[config.mk]
export PLATFORM = sky130hd
export DESIGN_NAME = ocad_decoder
export DESIGN_NICKNAME = d
export VERILOG_FILES = /design/src/ocad_pkg.sv /design/src/ocad_decoder.sv
export VERILOG_INCLUDE_DIRS = /design/src
export SDC_FILE = /design/constraint.sdc
export NUM_CORES = 1
export LEC_CHECK = 0
export ABC_AREA = 1
export BUFFER_PORTS_ARGS = -buffer_cell sky130_fd_sc_hd__buf_2
export CORE_ASPECT_RATIO = 1.25
export CORE_MARGIN = 1.5
export CORE_UTILIZATION = 60
export DETAILED_ROUTE_END_ITERATION = 16
export PLACE_DENSITY_LB_ADDON = 0.2
export SYNTH_ARGS = -nofsm -noshare
export SYNTH_HDL_FRONTEND = slang
export SYNTH_SLANG_ARGS = --single-unit
export TNS_END_PERCENT = 50
[constraint.sdc]
create_clock -name REF_CLK -period 2.7 [get_ports REF_CLK]
set_input_delay 0.135 -clock REF_CLK [delete_from_list [all_inputs] [get_ports REF_CLK]]
set_output_delay 0.135 -clock REF_CLK [all_outputs]
set_load 0.05 [all_outputs]
[src/ocad_consts.svh]
/*
 * Address map, register offsets, field positions and timing counts of the
 * on-chip address decoder.
 * Assumes it is included by bare name from the package file only.
 */
`ifndef OCAD_CONSTS_SVH
`define OCAD_CONSTS_SVH

// Flash blocks, user and bootstrap map (24-bit byte addresses)
`define OCAD_TFLASH_LO   24'h000000
`define OCAD_TFLASH_HI   24'h001fff
`define OCAD_FLASH03_LO  24'h000000
`define OCAD_FLASH03_HI  24'h007fff
`define OCAD_FLASH4_LO   24'h018000
`define OCAD_FLASH4_HI   24'h01ffff
`define OCAD_FLASH5_LO   24'h020000
`define OCAD_FLASH5_HI   24'h02ffff
`define OCAD_RSVD_LO     24'h030000
`define OCAD_RSVD_HI     24'h04ffff
`define OCAD_BLK_SHIFT   13
// Extension RAM area 1 and the CAN windows
`define OCAD_EXT_RAM_AREA1_LO    24'h00e000
`define OCAD_EXT_RAM_AREA1_HI    24'h00e7ff
`define OCAD_CAN1_LO     24'h00ef00
`define OCAD_CAN1_HI     24'h00efff
`define OCAD_CAN2_LO     24'h00ee00
`define OCAD_CAN2_HI     24'h00eeff
// Internal RAM and the two 512-byte register areas
`define OCAD_DUAL_PORT_INTERNAL_RAM_LO     24'h00f600
`define OCAD_DUAL_PORT_INTERNAL_RAM_HI     24'h00fdff
`define OCAD_SFR_LO      24'h00fe00
`define OCAD_SFR_HI      24'h00ffff
`define OCAD_EXTENDED_FUNCTION_REGS_LO     24'h00f000
`define OCAD_EXTENDED_FUNCTION_REGS_HI     24'h00f1ff
// Area 2 base: address bits 23..14 held in the select register
`define OCAD_RAM2_BASE_W 10
`define OCAD_RAM2_BASE_RST 10'h024
`define OCAD_RAM2_SEL_BIT 13

// Register byte offsets on the APB slave
`define OCAD_OFF_SYSCFG  12'h000
`define OCAD_OFF_PERIPH  12'h004
`define OCAD_OFF_RAM2SEL 12'h008
`define OCAD_OFF_STATUS  12'h00c
`define OCAD_OFF_ADRSEL0 12'h010
`define OCAD_OFF_BUSCFG0 12'h020
`define OCAD_EXT_WIN     4

// Field positions
`define OCAD_SYS_GLOBAL_BIT 2
`define OCAD_PER_CAN1_BIT   0
`define OCAD_PER_CAN2_BIT   1
`define OCAD_PER_RAM1_BIT   2
`define OCAD_PER_RAM2_BIT   3
`define OCAD_SYSCFG_RST     16'h0000
`define OCAD_PERIPH_RST     16'h0000
`define OCAD_ADRSEL_RST     16'h0000
`define OCAD_BUSCFG_RST     16'h0000

// Segment lines on port 4
`define OCAD_SEG_ALL  4'h8
`define OCAD_SEG_CAN  4'h4

// Access times and the clock
`define OCAD_CLK_PERIOD_PS 4000
`define OCAD_XRAM_ACC_PS   31250
`define OCAD_CAN_ACC_PS    62500
`define OCAD_CYC(ps) (((ps) + `OCAD_CLK_PERIOD_PS - 1) / `OCAD_CLK_PERIOD_PS)
`define OCAD_XRAM_WAIT_ST  2'h0
`define OCAD_CAN_WAIT_ST   2'h2
`define OCAD_CNT_W         5

`endif

[src/ocad_pkg.sv]
/*
 * Types of the on-chip address decoder: targets, access request, answer.
 * Assumes ocad_consts.svh is on the include path.
 */
`include "ocad_consts.svh"

package ocad_pkg;

   typedef enum logic [3:0] {
      OCAD_TGT_FLASH,
      OCAD_TGT_RESERVED,
      OCAD_TGT_DUAL_PORT_INTERNAL_RAM,
      OCAD_TGT_EXT_RAM_AREA1,
      OCAD_TGT_EXT_RAM_AREA2,
      OCAD_TGT_SFR,
      OCAD_TGT_EXTENDED_FUNCTION_REGS,
      OCAD_TGT_CAN1,
      OCAD_TGT_CAN2,
      OCAD_TGT_EXT
   } ocad_target_t;

   typedef struct packed {
      logic [23:0] addr;      // Byte address
      logic        write;     // 1 write, 0 read
      logic        byte_acc;  // 1 byte access, 0 word access
   } ocad_req_t;

   typedef struct packed {
      ocad_target_t target;     // Selected target
      logic [2:0]   flash_blk;  // 0..5 user blocks, 6 test block
      logic [1:0]   wait_st;    // Wait states of the target
      logic         width16;    // 16-bit data path
      logic         bit_addr;   // Target is bit addressable
      logic         size_err;   // Byte access to word-only target
      logic [1:0]   ext_win;    // Matching external window
      logic [15:0]  ext_cfg;    // Bus configuration for external access
   } ocad_resp_t;

endpackage : ocad_pkg

[src/ocad_decoder.sv]
/*
 * On-chip address decoder: steers each CPU access to flash, internal RAM,
 * extension RAM areas, register areas, CAN windows or the external bus,
 * and paces the answer by the target's access time. Configuration over APB.
 * Assumes one 250 MHz clock, a CPU that holds its request until ready,
 * and a static bootstrap strap pin.
 * Limitation: one access is in flight at a time; a request made while
 * the sequencer is busy is not queued, it simply waits for ready.
 * Trade-off: access times are rounded up to whole cycles, so a target
 * is never cut short, at the cost of a little throughput.
 */
`timescale 1ns/1ps
`default_nettype none

// Behaviour
// - Bootstrap maps test block at zero
// - User mode maps six flash blocks
// - One 16 MB space, byte and word
// - Internal RAM holds data, stack, code, banks
// - Extension RAM zero-wait, byte and word
// - Area 1 needs global and own enable
// - Disabled area 1 goes to external bus
// - Area 2 at programmed base when enabled
// - Global disable sends area 2 external
// - Area 2 resets to 09'0000h, mirrors 16K; code keeps 8K, upper 8K of the 16K step external
// - Two 512-byte register areas reserved
// - First CAN window needs both enables
// - Second CAN window needs both enables
// - CAN word only, two wait states
// - CAN use limits segment lines to four
module ocad_decoder
   import ocad_pkg::*;
(
   input  wire logic        REF_CLK,    // 250 MHz clock
   input  wire logic        RESETN,     // Asynchronous reset, active low
   input  wire logic        PSEL,       // APB select
   input  wire logic        PENABLE,    // APB access phase
   input  wire logic        PWRITE,     // APB direction
   input  wire logic [11:0] PADDR,      // APB byte address
   input  wire logic [31:0] PWDATA,     // APB write data
   output logic [31:0]      PRDATA,     // APB read data
   output logic             PREADY,     // APB ready
   output logic             PSLVERR,    // APB error on unmapped address
   input  wire logic        BOOT_MODE,  // Bootstrap strap pin
   input  wire logic        ACC_VALID,  // CPU access request
   output logic             ACC_READY,  // Decoder takes a request
   input  wire ocad_req_t   ACC_REQ,    // Address and kind of access
   output logic             ACC_DONE,   // Access complete, one cycle
   output ocad_resp_t       ACC_RESP,   // Decode of the last access
   output logic [3:0]       SEG_LINES   // Segment lines allowed on port 4
);

   // Access times of the slow targets in whole clock cycles
   localparam int XRAM_CYC = `OCAD_CYC(`OCAD_XRAM_ACC_PS);
   localparam int CAN_CYC  = `OCAD_CYC(`OCAD_CAN_ACC_PS);

   // Idle takes a request, wait counts the access, done answers once
   typedef enum logic [1:0] {S_IDLE, S_WAIT, S_DONE} ocad_state_t;

   // Configuration registers
   logic [15:0] syscfg_r, syscfg_nxt;
   logic [15:0] periph_r, periph_nxt;
   logic [`OCAD_RAM2_BASE_W-1:0] ram2_base_r, ram2_base_nxt;
   logic [15:0] adrsel_r [`OCAD_EXT_WIN];
   logic [15:0] adrsel_nxt [`OCAD_EXT_WIN];
   logic [15:0] buscfg_r [`OCAD_EXT_WIN];
   logic [15:0] buscfg_nxt [`OCAD_EXT_WIN];
   logic [31:0] prdata_r, prdata_nxt;
   logic        pslverr_nxt;
   // Strap synchroniser and latched mode
   logic        boot_s1_r, boot_s2_r, boot_s3_r;
   logic        boot_r, boot_nxt;
   // Access sequencer
   ocad_state_t state_r, state_nxt;
   logic [`OCAD_CNT_W-1:0] cnt_r, cnt_nxt;
   ocad_resp_t  resp_r, resp_nxt;
   ocad_resp_t  dec;
   logic [`OCAD_CNT_W-1:0] dec_cyc;
   // Decode helpers
   logic        g_en, ram1_on, ram2_on, can1_on, can2_on;
   logic [`OCAD_EXT_WIN-1:0] win_hit;
   logic        apb_wr, apb_rd, reg_hit;

   // Inclusive range test on a 24-bit byte address
   function automatic logic in_rng(input logic [23:0] a, input logic [23:0] lo,
                                   input logic [23:0] hi);
      in_rng = (a >= lo) && (a <= hi);
   endfunction : in_rng

   // Effective enables, taken from the live registers each access
   assign g_en    = syscfg_r[`OCAD_SYS_GLOBAL_BIT];
   assign ram1_on = g_en && periph_r[`OCAD_PER_RAM1_BIT];
   assign ram2_on = g_en && periph_r[`OCAD_PER_RAM2_BIT];
   assign can1_on = g_en && periph_r[`OCAD_PER_CAN1_BIT];
   assign can2_on = g_en && periph_r[`OCAD_PER_CAN2_BIT];

   // External windows: base in bits 15..4 (address 23..12), size 4K << code
   // A size code of 12 or more clears the mask, so the window spans all
   genvar gi;
   generate
      for (gi = 0; gi < `OCAD_EXT_WIN; gi++) begin : g_win
         logic [11:0] mask;
         assign mask = ~((12'h001 << adrsel_r[gi][3:0]) - 12'h001);
         assign win_hit[gi] = ((ACC_REQ.addr[23:12] ^ adrsel_r[gi][15:4]) & mask) == 12'h000;
      end
   endgenerate

   // Address decode; on-chip targets are tested first so an external
   // window that overlaps them never sees the access
   always_comb begin
      dec           = '0;
      dec.target    = OCAD_TGT_EXT;
      dec.width16   = 1'b1;
      dec.flash_blk = 3'h0;
      dec_cyc       = `OCAD_CNT_W'(1);
      // Lowest window wins when several external windows match
      // No hit at all leaves window 0 and its bus configuration
      for (int i = `OCAD_EXT_WIN - 1; i >= 0; i--) begin
         if (win_hit[i]) begin
            dec.ext_win = 2'(i);
         end
      end
      dec.ext_cfg = buscfg_r[dec.ext_win];
      if (boot_r && in_rng(ACC_REQ.addr, `OCAD_TFLASH_LO, `OCAD_TFLASH_HI)) begin
         dec.target    = OCAD_TGT_FLASH;
         dec.flash_blk = 3'h6;
      end else if (in_rng(ACC_REQ.addr, `OCAD_FLASH03_LO, `OCAD_FLASH03_HI)) begin
         dec.target    = OCAD_TGT_FLASH;
         dec.flash_blk = {1'b0, ACC_REQ.addr[`OCAD_BLK_SHIFT+1:`OCAD_BLK_SHIFT]};
      end else if (in_rng(ACC_REQ.addr, `OCAD_FLASH4_LO, `OCAD_FLASH4_HI)) begin
         dec.target    = OCAD_TGT_FLASH;
         dec.flash_blk = 3'h4;
      end else if (in_rng(ACC_REQ.addr, `OCAD_FLASH5_LO, `OCAD_FLASH5_HI)) begin
         dec.target    = OCAD_TGT_FLASH;
         dec.flash_blk = 3'h5;
      end else if (in_rng(ACC_REQ.addr, `OCAD_RSVD_LO, `OCAD_RSVD_HI)) begin
         // Still answered by flash cells; the system must not use it
         dec.target    = OCAD_TGT_RESERVED;
      end else if (ram1_on && in_rng(ACC_REQ.addr, `OCAD_EXT_RAM_AREA1_LO, `OCAD_EXT_RAM_AREA1_HI)) begin
         // No wait state, yet the answer still takes the full access time
         dec.target    = OCAD_TGT_EXT_RAM_AREA1;
         dec.wait_st   = `OCAD_XRAM_WAIT_ST;
         dec_cyc       = `OCAD_CNT_W'(XRAM_CYC);
      end else if (can1_on && in_rng(ACC_REQ.addr, `OCAD_CAN1_LO, `OCAD_CAN1_HI)) begin
         // Word only: a byte access is still answered, but flagged
         dec.target    = OCAD_TGT_CAN1;
         dec.wait_st   = `OCAD_CAN_WAIT_ST;
         dec.size_err  = ACC_REQ.byte_acc;
         dec_cyc       = `OCAD_CNT_W'(CAN_CYC);
      end else if (can2_on && in_rng(ACC_REQ.addr, `OCAD_CAN2_LO, `OCAD_CAN2_HI)) begin
         dec.target    = OCAD_TGT_CAN2;
         dec.wait_st   = `OCAD_CAN_WAIT_ST;
         dec.size_err  = ACC_REQ.byte_acc;
         dec_cyc       = `OCAD_CNT_W'(CAN_CYC);
      end else if (ram2_on && ACC_REQ.addr[23:24-`OCAD_RAM2_BASE_W] == ram2_base_r
                   && !ACC_REQ.addr[`OCAD_RAM2_SEL_BIT]) begin
         // Bit 13 low: 8K area in the lower half of the 16K step of the base
         dec.target    = OCAD_TGT_EXT_RAM_AREA2;
         dec.wait_st   = `OCAD_XRAM_WAIT_ST;
         dec_cyc       = `OCAD_CNT_W'(XRAM_CYC);
      end else if (in_rng(ACC_REQ.addr, `OCAD_DUAL_PORT_INTERNAL_RAM_LO, `OCAD_DUAL_PORT_INTERNAL_RAM_HI)) begin
         // Internal RAM and register areas are bit addressable
         dec.target    = OCAD_TGT_DUAL_PORT_INTERNAL_RAM;
         dec.bit_addr  = 1'b1;
      end else if (in_rng(ACC_REQ.addr, `OCAD_SFR_LO, `OCAD_SFR_HI)) begin
         dec.target    = OCAD_TGT_SFR;
         dec.bit_addr  = 1'b1;
      end else if (in_rng(ACC_REQ.addr, `OCAD_EXTENDED_FUNCTION_REGS_LO, `OCAD_EXTENDED_FUNCTION_REGS_HI)) begin
         dec.target    = OCAD_TGT_EXTENDED_FUNCTION_REGS;
         dec.bit_addr  = 1'b1;
      end
      // Anything else, disabled windows included, stays external
   end

   // Access sequencer: take, count the access time, pulse done
   // A request made while busy is ignored until ready returns
   always_comb begin
      state_nxt = state_r;
      cnt_nxt   = cnt_r;
      resp_nxt  = resp_r;
      case (state_r)
         S_IDLE: begin
            if (ACC_VALID) begin
               resp_nxt = dec;
               // One-cycle targets go straight to done
               if (dec_cyc > `OCAD_CNT_W'(1)) begin
                  cnt_nxt   = dec_cyc - `OCAD_CNT_W'(1);
                  state_nxt = S_WAIT;
               end else begin
                  state_nxt = S_DONE;
               end
            end
         end
         S_WAIT: begin
            cnt_nxt = cnt_r - `OCAD_CNT_W'(1);
            if (cnt_r == `OCAD_CNT_W'(1)) begin
               state_nxt = S_DONE;
            end
         end
         S_DONE: begin
            state_nxt = S_IDLE;
         end
         default: begin
            state_nxt = S_IDLE;
         end
      endcase
   end

   // Sequencer registers
   always_ff @(posedge REF_CLK or negedge RESETN) begin
      if (!RESETN) begin
         state_r <= S_IDLE;
         cnt_r   <= '0;
         resp_r  <= '0;
      end else begin
         state_r <= state_nxt;
         cnt_r   <= cnt_nxt;
         resp_r  <= resp_nxt;
      end
   end

   assign ACC_READY = (state_r == S_IDLE);
   assign ACC_DONE  = (state_r == S_DONE);
   assign ACC_RESP  = resp_r;

   // Fewer segment lines whenever a CAN module holds its pins
   // Limitation: follows the enable bits, not whether the pins are in use
   assign SEG_LINES = (can1_on || can2_on) ? `OCAD_SEG_CAN : `OCAD_SEG_ALL;

   // Strap: three stages, mode follows once stages two and three agree
   // Stage one may be metastable, so only stages two and three are read
   always_comb begin
      boot_nxt = boot_r;
      if (boot_s2_r == boot_s3_r) begin
         boot_nxt = boot_s3_r;
      end
   end

   // Strap stages and the latched mode
   always_ff @(posedge REF_CLK or negedge RESETN) begin
      if (!RESETN) begin
         boot_s1_r <= 1'b0;
         boot_s2_r <= 1'b0;
         boot_s3_r <= 1'b0;
         boot_r    <= 1'b0;
      end else begin
         boot_s1_r <= BOOT_MODE;
         boot_s2_r <= boot_s1_r;
         boot_s3_r <= boot_s2_r;
         boot_r    <= boot_nxt;
      end
   end

   // APB slave: zero-wait, writes at the access phase, error if unmapped.
   // Read data is fetched at the end of the setup phase, so PRDATA comes
   // straight from a flip-flop and still stands in the access phase
   assign apb_wr = PSEL && PENABLE && PWRITE;
   assign apb_rd = PSEL && !PENABLE && !PWRITE;

   // Register file: next values, read selection and the error flag
   always_comb begin
      syscfg_nxt    = syscfg_r;
      periph_nxt    = periph_r;
      ram2_base_nxt = ram2_base_r;
      adrsel_nxt    = adrsel_r;
      buscfg_nxt    = buscfg_r;
      prdata_nxt    = prdata_r;
      reg_hit       = 1'b1;
      case (PADDR)
         `OCAD_OFF_SYSCFG: begin
            if (apb_wr) syscfg_nxt = PWDATA[15:0];
            prdata_nxt = {16'h0000, syscfg_r};
         end
         `OCAD_OFF_PERIPH: begin
            if (apb_wr) periph_nxt = PWDATA[15:0];
            prdata_nxt = {16'h0000, periph_r};
         end
         `OCAD_OFF_RAM2SEL: begin
            if (apb_wr) ram2_base_nxt = PWDATA[`OCAD_RAM2_BASE_W-1:0];
            prdata_nxt = {22'h000000, ram2_base_r};
         end
         `OCAD_OFF_STATUS: begin
            // Live state: strap mode, segment lines, last target, ready
            prdata_nxt = {20'h00000, ACC_READY, boot_r, SEG_LINES, 2'h0, resp_r.target};
         end
         default: begin
            // Window selects and bus configurations sit at stepped offsets
            reg_hit = 1'b0;
            for (int i = 0; i < `OCAD_EXT_WIN; i++) begin
               if (PADDR == `OCAD_OFF_ADRSEL0 + 12'(4 * i)) begin
                  reg_hit = 1'b1;
                  if (apb_wr) adrsel_nxt[i] = PWDATA[15:0];
                  prdata_nxt = {16'h0000, adrsel_r[i]};
               end
               if (PADDR == `OCAD_OFF_BUSCFG0 + 12'(4 * i)) begin
                  reg_hit = 1'b1;
                  if (apb_wr) buscfg_nxt[i] = PWDATA[15:0];
                  prdata_nxt = {16'h0000, buscfg_r[i]};
               end
            end
            if (!reg_hit) prdata_nxt = 32'h00000000;
         end
      endcase
      if (!apb_rd) prdata_nxt = prdata_r;
      pslverr_nxt = PSEL && !reg_hit;
   end

   // Read data is registered; PRDATA shows it in the setup-to-access path
   always_ff @(posedge REF_CLK or negedge RESETN) begin
      if (!RESETN) begin
         syscfg_r    <= `OCAD_SYSCFG_RST;
         periph_r    <= `OCAD_PERIPH_RST;
         ram2_base_r <= `OCAD_RAM2_BASE_RST;
         for (int i = 0; i < `OCAD_EXT_WIN; i++) begin
            adrsel_r[i] <= `OCAD_ADRSEL_RST;
            buscfg_r[i] <= `OCAD_BUSCFG_RST;
         end
         prdata_r    <= 32'h00000000;
      end else begin
         syscfg_r    <= syscfg_nxt;
         periph_r    <= periph_nxt;
         ram2_base_r <= ram2_base_nxt;
         adrsel_r    <= adrsel_nxt;
         buscfg_r    <= buscfg_nxt;
         prdata_r    <= prdata_nxt;
      end
   end

   // Registered read data; it holds the last value between reads. A live
   // status bit may move between setup and access; the value seen at the
   // setup edge is the one shown
   assign PRDATA  = prdata_r;
   assign PREADY  = 1'b1;
   assign PSLVERR = pslverr_nxt && PENABLE;

endmodule : ocad_decoder

`default_nettype wire

==> impl_results.md, run 1 <==
* Overflow after GRT at 0
* Clk slew on worst S/H paths at ~0.06 ns
* Switching share of power at a little over a quarter
* Fin area at ~15000 sq um
* Post-DP Area at around 14000 sq um
* Max clock buf depth at 3
* Status: completed
* Sw power at ~2.1 mW
* Top sig layer: met4
* Routed vias at 13000
* Drt pass-1 iters at 5
* Placed Cells at between 2000 and 2500
* FP Rows at 60
* Commonest non-fill, non-tap cell in the layout: nand2_1
* H-tree lvl count at 1
* Post-Route WL at ~47000 um
* Finished Layout Cells at 2211
* Hold WS at roughly 0.033 ns
* Power Density at 524 nW/um^2
* Clock network fraction of design power at a little under half
* Nets at between 1500 and 2000
* Worst-path maximum fanout at 16
* Gr usage total at 41.0%
* RSZ-0062 raised after global routing: true
* Worst vdd ir at 0.000554 V
* DP Wirelength at about 33000 um
* Overall power at 7.95 mW
* Initial core utilization at between 60 and 70%
* EDFF count, synth at 0
* Slew headroom at 42.9%
* Avg WL per Cell at approximately 21 um
* Synthesized area at 13100 sq um
* Skew-Pair Late Insertion Delay at approximately 0.54 ns
* M1 wire length at about 18000 um
* IO Port Bufs at around 110
* Hold Violations, Final at 0
* Largest net degree at the start of global routing at 100
* Antenna Nets Post-Route at 0
* Clock Skews at approximately 0.018 ns
* DIE AREA at between 20000 and 25000 sq um
* Post-route minimum period at about 2.6 ns
* Slew Viols, Final at 0
* Total core area at 21500 sq um
* Vias/cell at 5.88
* CTS buffer count at 24
* RD Place Congestion at approximately 0.95
* CP arrival at 2.98 ns
* Worst slew pin tran at between 0.8 and 0.9 ns
* Crit Path Class: reg -> reg
* Setup violators final at 0
* # DRC at 0
* Static Leak at 7.65 nW
* Critical Path Source Type: flop
* Register area share after synthesis at 43.3%
* Tcrit/Tclk final at between 90% and 100%
* Top_reg_cell synth: dfrtp_1
* CP Capture Type: flop
* Initial DRC count at approximately 1400
* DIE HEIGHT at between 150 and 200 um
* Met2 wire len at roughly 22000 um
* Post-synthesis async set-or-reset flop share at between 90% and 100%
* Vias in the first global route at roughly 12000
* Post-layout util at 70.7%
* Cell variety after synth at slightly below 60
* Yosys synthesis warning count at 0
* Area growth syn-to-layout at 16.2%
* Sequential power share at between 40% and 50%
* Gate power share at between 10% and 20%
* Die X at about 130 um
* Syn Area/Cell at roughly 7.3 sq um
* Layout cells sized above 1 at around 16%
* Worst Hold Class: in -> reg
* Global-route wire length before repair at about 70000 um
* Req. time, crit path at about 3.1 ns
* Initial antenna violation count at 0
* Cells after Synth at around 1800
* Antenna cells at 0
* # IOs at between 100 and 150
* Yosys reg bits at roughly 230
* CTS tree: built
* # clock sinks at about 230
* Max-Cap Viols at 0
* Cell Int Power at 5.83 mW
* Fmax achieved at approximately 0.39 GHz
* Most frequent cells in the layout: nand2_1, o21ai_0, dfrtp_1
* Clock Tree Root: clkbuf_16
* Wire length on met3 at about 4700 um
## layout make-up
| type | count | area [sq um] |
|---|---|---|
| Tap cell | 279 | 349 |
| Clock buffer | 33 | 706 |
| Fill cell | 1832 | 6290 |
| Multi-Input combinational cell | 1257 | 6150 |
| Sequential cell | 226 | 5660 |
| Inverter | 209 | 785 |
| Timing Repair Buffer | 196 | 1360 |
| Clock inverter | 11 | 165 |
## logic make-up after synthesis
| group | Yosys count | synth area share, % |
|---|---|---|
| AND/OR/NAND/NOR | 810 | 26.4 |
| XOR/XNOR | 39 | 2.61 |
| flip-flops | 226 | 43.3 |
| buffers and inverters | 323 | 10.5 |
| adder cells (fa/ha/maj) | 8 | 0.747 |
| AO/OA/AOI/OAI | 380 | 16.4 |
| other | 2 | 0.0575 |
## stage by stage
step,setup TNS (ns),setup WS [ns]
finish,0,0.129
floorplan,0,0.275
CTS,0,0.0363
global placement,0,0.124
detailed placement,0,0.0720
global route,-0.375,-0.0600
## power by group through the flow
stage               combinational (mW)  sequential [mW]  clock, mW
global route                     0.845             3.48       3.80
detailed placement               0.782             3.53          0
global placement                 0.775             3.53          0
finish                           0.803             3.47       3.68
floorplan                        0.323             3.69          0
CTS                              0.790             3.47       3.68
## per-layer routing
layer	track usage (%)	vias up
met4	21.5	0
met1	53.4	6105
met2	65.9	755
li1	-	6005
met5	0	-
met3	6.93	136
## flip-flops by register name, indices dropped and copies added (netlist names)
name and count:
ram2_base_r 10, boot_s2_r 1, ACC_RESP 29, boot_s1_r 1, PRDATA 16, periph_r 16
cnt_r 5, state_r 2, syscfg_r 16, buscfg_r 64, boot_s3_r 1, boot_r 1
adrsel_r 64
## worst paths after layout
kind	start	end	slack [ns]	cells after the start
min in group asynchronous	RESETN	cnt_r[0]$_DFFE_PN0P_	0.22	2
min	ACC_VALID	cnt_r[1]$_DFFE_PN0P_	0.03	4
max	adrsel_r[1]$_DFFE_PN0P_	ACC_RESP[0]$_DFFE_PN0P_	0.13	19
max reg2reg	adrsel_r[1]$_DFFE_PN0P_	ACC_RESP[0]$_DFFE_PN0P_	0.13	19
max in group asynchronous	RESETN	ram2_base_r[5]$_DFFE_PN1P_	1.69	3
min reg2reg	boot_s1_r$_DFF_PN0_	boot_s2_r$_DFF_PN0_	0.35	0
## synth_stat cells, types with 11 or more instances
cell	n	area (sq um)
nor2_2	11	68.8
clkbuf_1	57	214
buf_2	27	135
a21oi_1	43	215
xor2_1	28	245
dfrtp_1	224	5610
nand4_1	17	106
nand3_1	115	576
inv_1	186	698
o211ai_1	12	90.1
o21ai_0	245	1230
inv_2	21	78.8
nor2_1	104	390
buf_4	27	203
nand2_1	509	1910
xnor2_1	11	96.3
## what timing repair did
item                                    in CTS  in global routing
hold buffers                                 3                  0
buffers inserted                             0                  7
gates resized for setup                      0                 23
endpoints found under the setup margin       0                 16
endpoints found under the hold margin       97                  0
## worst max-delay path, cell delays in order, from the launching register on
cell     delay [ns]
dfrtp_1        0.39
nor2_2         0.14
inv_2          0.06
nor2_2         0.12
inv_1          0.05
ha_1           0.28
nand2_1        0.07
nor2_1         0.04
a21oi_1        0.12
nand2_1        0.06
nor2_1         0.08
nand2_1        0.10
nor2_1         0.14
nand2_2        0.08
nand2_4        0.10
nand2_8        0.08
buf_12         0.15
or2_1          0.22
nand3_1        0.08
nand3_1        0.08
(Power assumes the default switching activity.)
==> run 2: changes to the inputs <==
==> constraint.sdc (replaced) <==
create_clock -name REF_CLK -period 2.4 [get_ports REF_CLK]
set_input_delay 0.12 -clock REF_CLK [delete_from_list [all_inputs] [get_ports REF_CLK]]
set_output_delay 0.12 -clock REF_CLK [all_outputs]
set_load 0.05 [all_outputs]
==> impl_results.md, run 2 (synthesized netlist as in run 1, its figures left out) <==
* Overflow after GRT at 0 (unchanged)
* Initial antenna violation count at 0 (unchanged)
* # IOs at 147 (unchanged)
* Fmax achieved at 0.400 GHz (was 0.389 GHz)
* End of the critical path: ACC_RESP[11]$_DFFE_PN0P_ (was ACC_RESP[0]$_DFFE_PN0P_)
* Vias in the first global route at 12300 (was 12100)
* IO Port Bufs at 109 (unchanged)
* Hold WS at 0.0319 ns (was 0.0327 ns)
* Clock Skews at 0.0117 ns (was 0.0176 ns)
* Skew-Pair Late Insertion Delay at 0.54 ns (about the same)
* CTS buffer count at 25 (was 24)
* Post-DP Area at 14300 sq um (was 14100 sq um)
* CP Capture Type: flop (unchanged)
* DP Worst Slack at -0.108 ns (was 0.0720 ns)
* Placed Cells at 2174 (was 2156)
* Nets at 2020 (was 1998)
* Gr usage total at 40.5% (was 41.0%)
* Total core area at 21500 sq um (unchanged)
* Slew Viols, Final at 0 (unchanged)
* Setup violators final at 16 (was 0)
* H-tree lvl count at 1 (unchanged)
* Slew headroom at 42.8% (was 42.9%)
* Area growth syn-to-layout at 18.1% (was 16.2%)
* Status: complete, but fails checks (was completed)
* # clock sinks at 226 (unchanged)
* Tcrit/Tclk final at 104% (was 95.2%)
* Clk slew on worst S/H paths at 0.06 ns (about the same)
* Avg WL per Cell at 20.1 um (was 21.1 um)
* Violated checks: setup timing
* DIE AREA at 22700 sq um (unchanged)
* DP Wirelength at 32800 um (was 33300 um)
* Hold Violations, Final at 0 (unchanged)
* Commonest non-fill, non-tap cell in the layout: nand2_1 (unchanged)
* Sequential cell area at 5660 sq um (about the same)
* R2R Path End: ACC_RESP[11]$_DFFE_PN0P_ (was ACC_RESP[0]$_DFFE_PN0P_)
* Req. time, crit path at 2.81 ns (was 3.11 ns)
* Reg-to-Reg Start: adrsel_r[50]$_DFFE_PN0P_ (was adrsel_r[1]$_DFFE_PN0P_)
* RSZ-0062 raised after global routing: true (unchanged)
* Vias/cell at 5.89 (was 5.88)
* CP arrival at 2.91 ns (was 2.98 ns)
* R2r setup slk at -0.1 ns (was 0.13 ns)
* Area of the multi-input gates at 6190 sq um (was 6150 sq um)
* Initial core utilization at 60.8% (unchanged)
* Layout cells sized above 1 at 16.9% (was 15.6%)
* Drt pass-1 iters at 6 (was 5)
* Max clock buf depth at 3 (unchanged)
* Critical Path Source Type: flop (unchanged)
* Post-Route WL at 45000 um (was 46600 um)
* Setup WS post-layout at -0.100 ns (was 0.129 ns)
* Static Leak at 7.79 nW (was 7.65 nW)
* Worst-path maximum fanout at 16 (unchanged)
* Largest net degree at the start of global routing at 69 (was 100)
* Overall power at 8.79 mW (was 7.95 mW)
* DIE HEIGHT at 168 um (unchanged)
* Crit Path Class: reg -> reg (unchanged)
* Die X at 135 um (unchanged)
* Worst slew pin tran at 0.854 ns (was 0.857 ns)
* CTS tree: built (unchanged)
* # DRC at 0 (unchanged)
* Worst Hold Class: in -> reg (unchanged)
* Finished Layout Cells at 2234 (was 2211)
* Power Density at 570 nW/um^2 (was 524 nW/um^2)
* Worst r2r path cells at 17 (was 19)
* Fin area at 15400 sq um (was 15200 sq um)
* FP Rows at 60 (unchanged)
* Initial DRC count at 1289 (was 1351)
* Global-route wire length before repair at 69200 um (was 69600 um)
* Fillers at 1786 (was 1832)
* Most frequent cells in the layout: nand2_1, o21ai_0, dfrtp_1 (unchanged)
* Post-route minimum period at 2.50 ns (was 2.57 ns)
* RD Place Congestion at 1.11 (was 0.952)
* Routed vias at 13200 (was 13000)
* Max-Cap Viols at 0 (unchanged)
* Critical path origin: adrsel_r[50]$_DFFE_PN0P_ (was adrsel_r[1]$_DFFE_PN0P_)
* Worst vdd ir at 0.000498 V (was 0.000554 V)
* Clock Tree Root: clkbuf_16 (unchanged)
* Antenna Nets Post-Route at 0 (unchanged)
run 2: changes by cell type in the layout (fill, tap and decap cells not counted), sizes merged:
| cell | before | now |
|---|---|---|
| clkinv | 8 | 10 |
| clkbuf | 34 | 31 |
| bufinv | 4 | 3 |
| dlygate4sd3 | 3 | 4 |
| inv | 207 | 209 |
| buf | 192 | 213 |
| diode | 0 | 1 |
run 2: layout make-up:
cell class | instances | share of cell area (%)
Antenna cell | 1 | 0.0162
Clock buffer | 31 | 4.40
Clock inverter | 14 | 1.02
Inverter | 209 | 5.09
Multi-Input combinational cell | 1257 | 40.2
Sequential cell | 226 | 36.7
Tap cell | 279 | 2.26
Timing Repair Buffer | 217 | 10.4
run 2: worst min-delay path by stage:
stage / startpoint / end / slack, ns / depth (start not counted)
2_1_floorplan: RESETN / ACC_RESP[0]$_DFFE_PN0P_ / -0.18 / 0
5_1_grt: ACC_REQ[13] / ACC_RESP[19]$_DFFE_PN0P_ / 0.07 / 3
4_1_cts: ACC_REQ[13] / ACC_RESP[19]$_DFFE_PN0P_ / 0.01 / 3
6_report: ACC_REQ[13] / ACC_RESP[19]$_DFFE_PN0P_ / 0.03 / 3
3_5_place_dp: RESETN / adrsel_r[34]$_DFFE_PN0P_ / 0.12 / 1
3_3_place_gp: RESETN / adrsel_r[34]$_DFFE_PN0P_ / 0.12 / 1
run 2: layer usage:
metal / GRT usage (%) / vias to the layer above / share of wire, %
met1: 53.2 / 6129 / 38
met3: 7.68 / 182 / 10
met4: 23.7 / 0 / 6.9
li1: - / 6063 / -
met5: 0 / - / 0
met2: 62.8 / 778 / 44
run 2: per-stage QoR:
step	setup TNS, ns	utilization (%)
2_1_floorplan	0	-
3_3_place_gp	-0.235	66.7
3_5_place_dp	-1.11	66.7
4_1_cts	-0.255	71.3
5_1_grt	-3.25	71.8
6_report	-0.944	71.8
run 2: what timing repair did:
item | 4_1_cts | 5_1_grt
cloned | 1 | 0
hold buffers | 4 | 0
endpoints found under the setup margin | 16 | 18
pin swaps | 8 | 11
setup buffers | 4 | 5
resized for setup | 14 | 19
hold endpoints to repair | 70 | 0
run 2: power breakdown:
part	internal, mW	switching (mW)
clock network	2.33	1.65
logic	0.199	0.700
registers	3.87	0.0366
run 2: worst max-delay path, stage by stage (launching register included):
cell	delay, ns
dfrtp_1	0.44
inv_2	0.09
nand2_2	0.07
nor2_4	0.12
nand2_2	0.07
ha_4	0.17
nor2_2	0.12
nand3_1	0.11
nand3_1	0.10
nand2_1	0.08
nor2_2	0.17
nand4_4	0.21
nand2_8	0.16
buf_12	0.11
buf_16	0.13
nand2_1	0.05
o211ai_1	0.08
nand3_1	0.09
==> run 3: changes to the inputs <==
--- a/config.mk
+++ b/config.mk
@@ -8,10 +8,14 @@
 export LEC_CHECK = 0
 export ABC_AREA = 1
 export BUFFER_PORTS_ARGS = -buffer_cell sky130_fd_sc_hd__buf_2
+export CELL_PAD_IN_SITES_DETAIL_PLACEMENT = 0
+export CELL_PAD_IN_SITES_GLOBAL_PLACEMENT = 2
 export CORE_ASPECT_RATIO = 1.25
 export CORE_MARGIN = 1.5
-export CORE_UTILIZATION = 60
+export CORE_UTILIZATION = 34
+export CTS_CLUSTER_DIAMETER = 200
 export DETAILED_ROUTE_END_ITERATION = 16
+export MAX_ROUTING_LAYER = met4
 export PLACE_DENSITY_LB_ADDON = 0.2
 export SYNTH_ARGS = -nofsm -noshare
 export SYNTH_HDL_FRONTEND = slang
==> impl_results.md, run 3 (synthesized netlist as in run 1, its figures left out) <==
* Worst slew pin tran at 0.929 ns (was 0.854 ns)
* Fmax achieved at 0.402 GHz (was 0.400 GHz)
* Buf/Inv on CP at 3 (unchanged)
* Max clock buf depth at 3 (unchanged)
* CTS tree: built (unchanged)
* DIE HEIGHT at 222 um (was 168 um)
* Initial core utilization at 34.3% (was 60.8%)
* Critical path origin: adrsel_r[1]$_DFFE_PN0P_ (was adrsel_r[50]$_DFFE_PN0P_)
* CTS buffer count at 27 (was 25)
* # IOs at 147 (unchanged)
* Routed vias at 12700 (was 13200)
* Hold Violations, Final at 0 (unchanged)
* Status: complete, but fails checks (unchanged)
* Most frequent cells in the layout: nand2_1, o21ai_0, dfrtp_1 (unchanged)
* Crit Path Class: reg -> reg (unchanged)
* Die X at 178 um (was 135 um)
* Critical Path Source Type: flop (unchanged)
* End of the critical path: ACC_RESP[3]$_DFFE_PN0P_ (was ACC_RESP[11]$_DFFE_PN0P_)
* Static Leak at 8.11 nW (was 7.79 nW)
* Post-Route WL at 55100 um (was 45000 um)
* Power Density at 557 nW/um^2 (was 570 nW/um^2)
* RD Place Congestion at 0.894 (was 1.11)
* CP Capture Type: flop (unchanged)
* Avg WL per Cell at 22.1 um (was 20.1 um)
* Global-route wire length before repair at 80300 um (was 69200 um)
* Antenna Nets Post-Route at 0 (unchanged)
* Worst Hold Class: in -> reg (unchanged)
* Violated checks: setup timing (unchanged)
* Tcrit/Tclk final at 104% (about the same)
* Post-route minimum period at 2.49 ns (was 2.50 ns)
* Commonest non-fill, non-tap cell in the layout: nand2_1 (unchanged)
* Max incr delay on CP at 0.38 ns (was 0.44 ns)
* DIE AREA at 39600 sq um (was 22700 sq um)
* Layout cells sized above 1 at 20.0% (was 16.9%)
* # DRC at 0 (unchanged)
* Final TNS setup at -0.604 ns (was -0.944 ns)
* Slowest CP cell: dfrtp_1 (unchanged)
* Clock Tree Root: clkbuf_16 (unchanged)
* CP arrival at 2.92 ns (was 2.91 ns)
* Total core area at 38000 sq um (was 21500 sq um)
* Largest net degree at the start of global routing at 69 (unchanged)
* Clk slew on worst S/H paths at 0.06 ns (about the same)
* Gr usage total at 28.9% (was 40.5%)
* Post-layout util at 43.1% (was 71.8%)
* R2R Path End: ACC_RESP[3]$_DFFE_PN0P_ (was ACC_RESP[11]$_DFFE_PN0P_)
* Crit path depth at 18 (was 17)
* DP Wirelength at 40800 um (was 32800 um)
* Overflow after GRT at 0 (unchanged)
* Slew Viols, Final at 0 (unchanged)
* IO Port Bufs at 109 (unchanged)
* Overall power at 9.13 mW (was 8.79 mW)
* Initial DRC count at 979 (was 1289)
* Clock Skews at 0.0168 ns (was 0.0117 ns)
* Area growth syn-to-layout at 25.4% (was 18.1%)
* Hold WS at 0.0732 ns (was 0.0319 ns)
* Nets at 2068 (was 2020)
* H-tree lvl count at 1 (unchanged)
* Worst vdd ir at 0.000396 V (was 0.000498 V)
* Setup WS post-layout at -0.0859 ns (was -0.100 ns)
* Slew headroom at 38.0% (was 42.8%)
* Fillers at 3985 (was 1786)
* Initial antenna violation count at 3 (was 0)
* Setup violators final at 11 (was 16)
* Worst-path maximum fanout at 24 (was 16)
* Vias/cell at 5.11 (was 5.89)
* Req. time, crit path at 2.83 ns (was 2.81 ns)
* Crit path cell chain: buf_4 -> inv_2 -> nand3_1 -> ha_4 -> nand2_2 -> nor2_1 -> a21oi_1 -> nand2_1 -> nor2_2 -> nand2_2 -> nor2_2 -> nand2_2 -> nand2_4 -> nand2_8 -> buf_12 -> or2_0 -> nand3_1 -> nand3_1 (was inv_2 -> nand2_2 -> nor2_4 -> nand2_2 -> ha_4 -> nor2_2 -> nand3_1 -> nand3_1 -> nand2_1 -> nor2_2 -> nand4_4 -> nand2_8 -> buf_12 -> buf_16 -> nand2_1 -> o211ai_1 -> nand3_1)
* FP Rows at 80 (was 60)
* Worst r2r path cells at 18 (was 17)
* Vias in the first global route at 12300 (about the same)
* Reg-to-Reg Start: adrsel_r[1]$_DFFE_PN0P_ (was adrsel_r[50]$_DFFE_PN0P_)
* Drt pass-1 iters at 5 (was 6)
* Skew-Pair Late Insertion Delay at 0.56 ns (was 0.54 ns)
* RSZ-0062 raised after global routing: true (unchanged)
* R2r setup slk at -0.09 ns (was -0.1 ns)
* Max-Cap Viols at 0 (unchanged)
* # clock sinks at 226 (unchanged)
* CP delay by family, top: simple AND/OR/NAND/NOR gates (unchanged)
## run 3: changes by cell type in the layout (fill, tap and decap cells not counted), sizes merged
cell	before	now
clkinvlp	1	2
inv	209	208
clkbuf	31	41
clkinv	10	6
buf	213	256
## run 3: worst min-delay path by stage
| stage | start | endpoint | slack, ns | depth (start not counted) |
|---|---|---|---|---|
| 3_5_place_dp | RESETN | adrsel_r[16]$_DFFE_PN0P_ | 0.16 | 1 |
| 4_1_cts | ACC_REQ[13] | ACC_RESP[19]$_DFFE_PN0P_ | 0.03 | 3 |
| 3_3_place_gp | RESETN | adrsel_r[34]$_DFFE_PN0P_ | 0.16 | 1 |
| 2_1_floorplan | RESETN | ACC_RESP[0]$_DFFE_PN0P_ | -0.18 | 0 |
| 6_report | ACC_REQ[13] | ACC_RESP[19]$_DFFE_PN0P_ | 0.07 | 3 |
| 5_1_grt | ACC_REQ[13] | ACC_RESP[19]$_DFFE_PN0P_ | 0.05 | 3 |
## run 3: layout make-up
cell class | count | area, sq um | area share [%]
multi-input cells | 1257 | 6370 | 38.9
clock buffers | 38 | 777 | 4.74
flip-flops and latches | 226 | 5660 | 34.5
inverters | 209 | 785 | 4.79
clock inverters | 10 | 134 | 0.817
diodes | 1 | 2.50 | 0.0153
repair buffers | 263 | 2050 | 12.5
well taps | 492 | 616 | 3.76
## run 3: tightest hold or removal path: cells and delay by family
| kind | cells | cell delay (ns) |
|---|---|---|
| buffers and inverters | 1 | 0.15 |
| AOI/OAI and AO/OA | 2 | 0.30 |
## run 3: repair_timing
item | in CTS | in global routing
buffers inserted | 11 | 8
endpoints found under the setup margin | 18 | 18
pin swaps | 7 | 28
gates resized for setup | 26 | 50
hold buffers | 4 | 0
endpoints found under the hold margin | 68 | 0
cloned | 1 | 3
## run 3: metrics by stage
step	worst slack, ns	cell area [sq um]	cells
3_5_place_dp	-0.222	14900	2420
3_3_place_gp	-0.166	14900	2420
5_1_grt	-0.294	16400	2495
2_1_floorplan	0.0128	13100	1806
6_report	-0.0859	16400	2496
4_1_cts	-0.0820	16000	2484
## run 3: report_power, final
group | internal [mW] | switching [mW] | total, mW
registers | 3.87 | 0.0373 | 3.91
clock network | 2.57 | 1.70 | 4.26
logic | 0.223 | 0.731 | 0.954
total | 6.66 | 2.47 | 9.13
## run 3: layer usage
layer | wire length (um) | up-vias | global-route usage, %
met5 | 0 | - | -
met4 | 2400 | 0 | 11.6
met3 | 2940 | 83 | 3.60
met2 | 25800 | 429 | 45.2
met1 | 24000 | 6088 | 37.7
li1 | - | 6149 | -
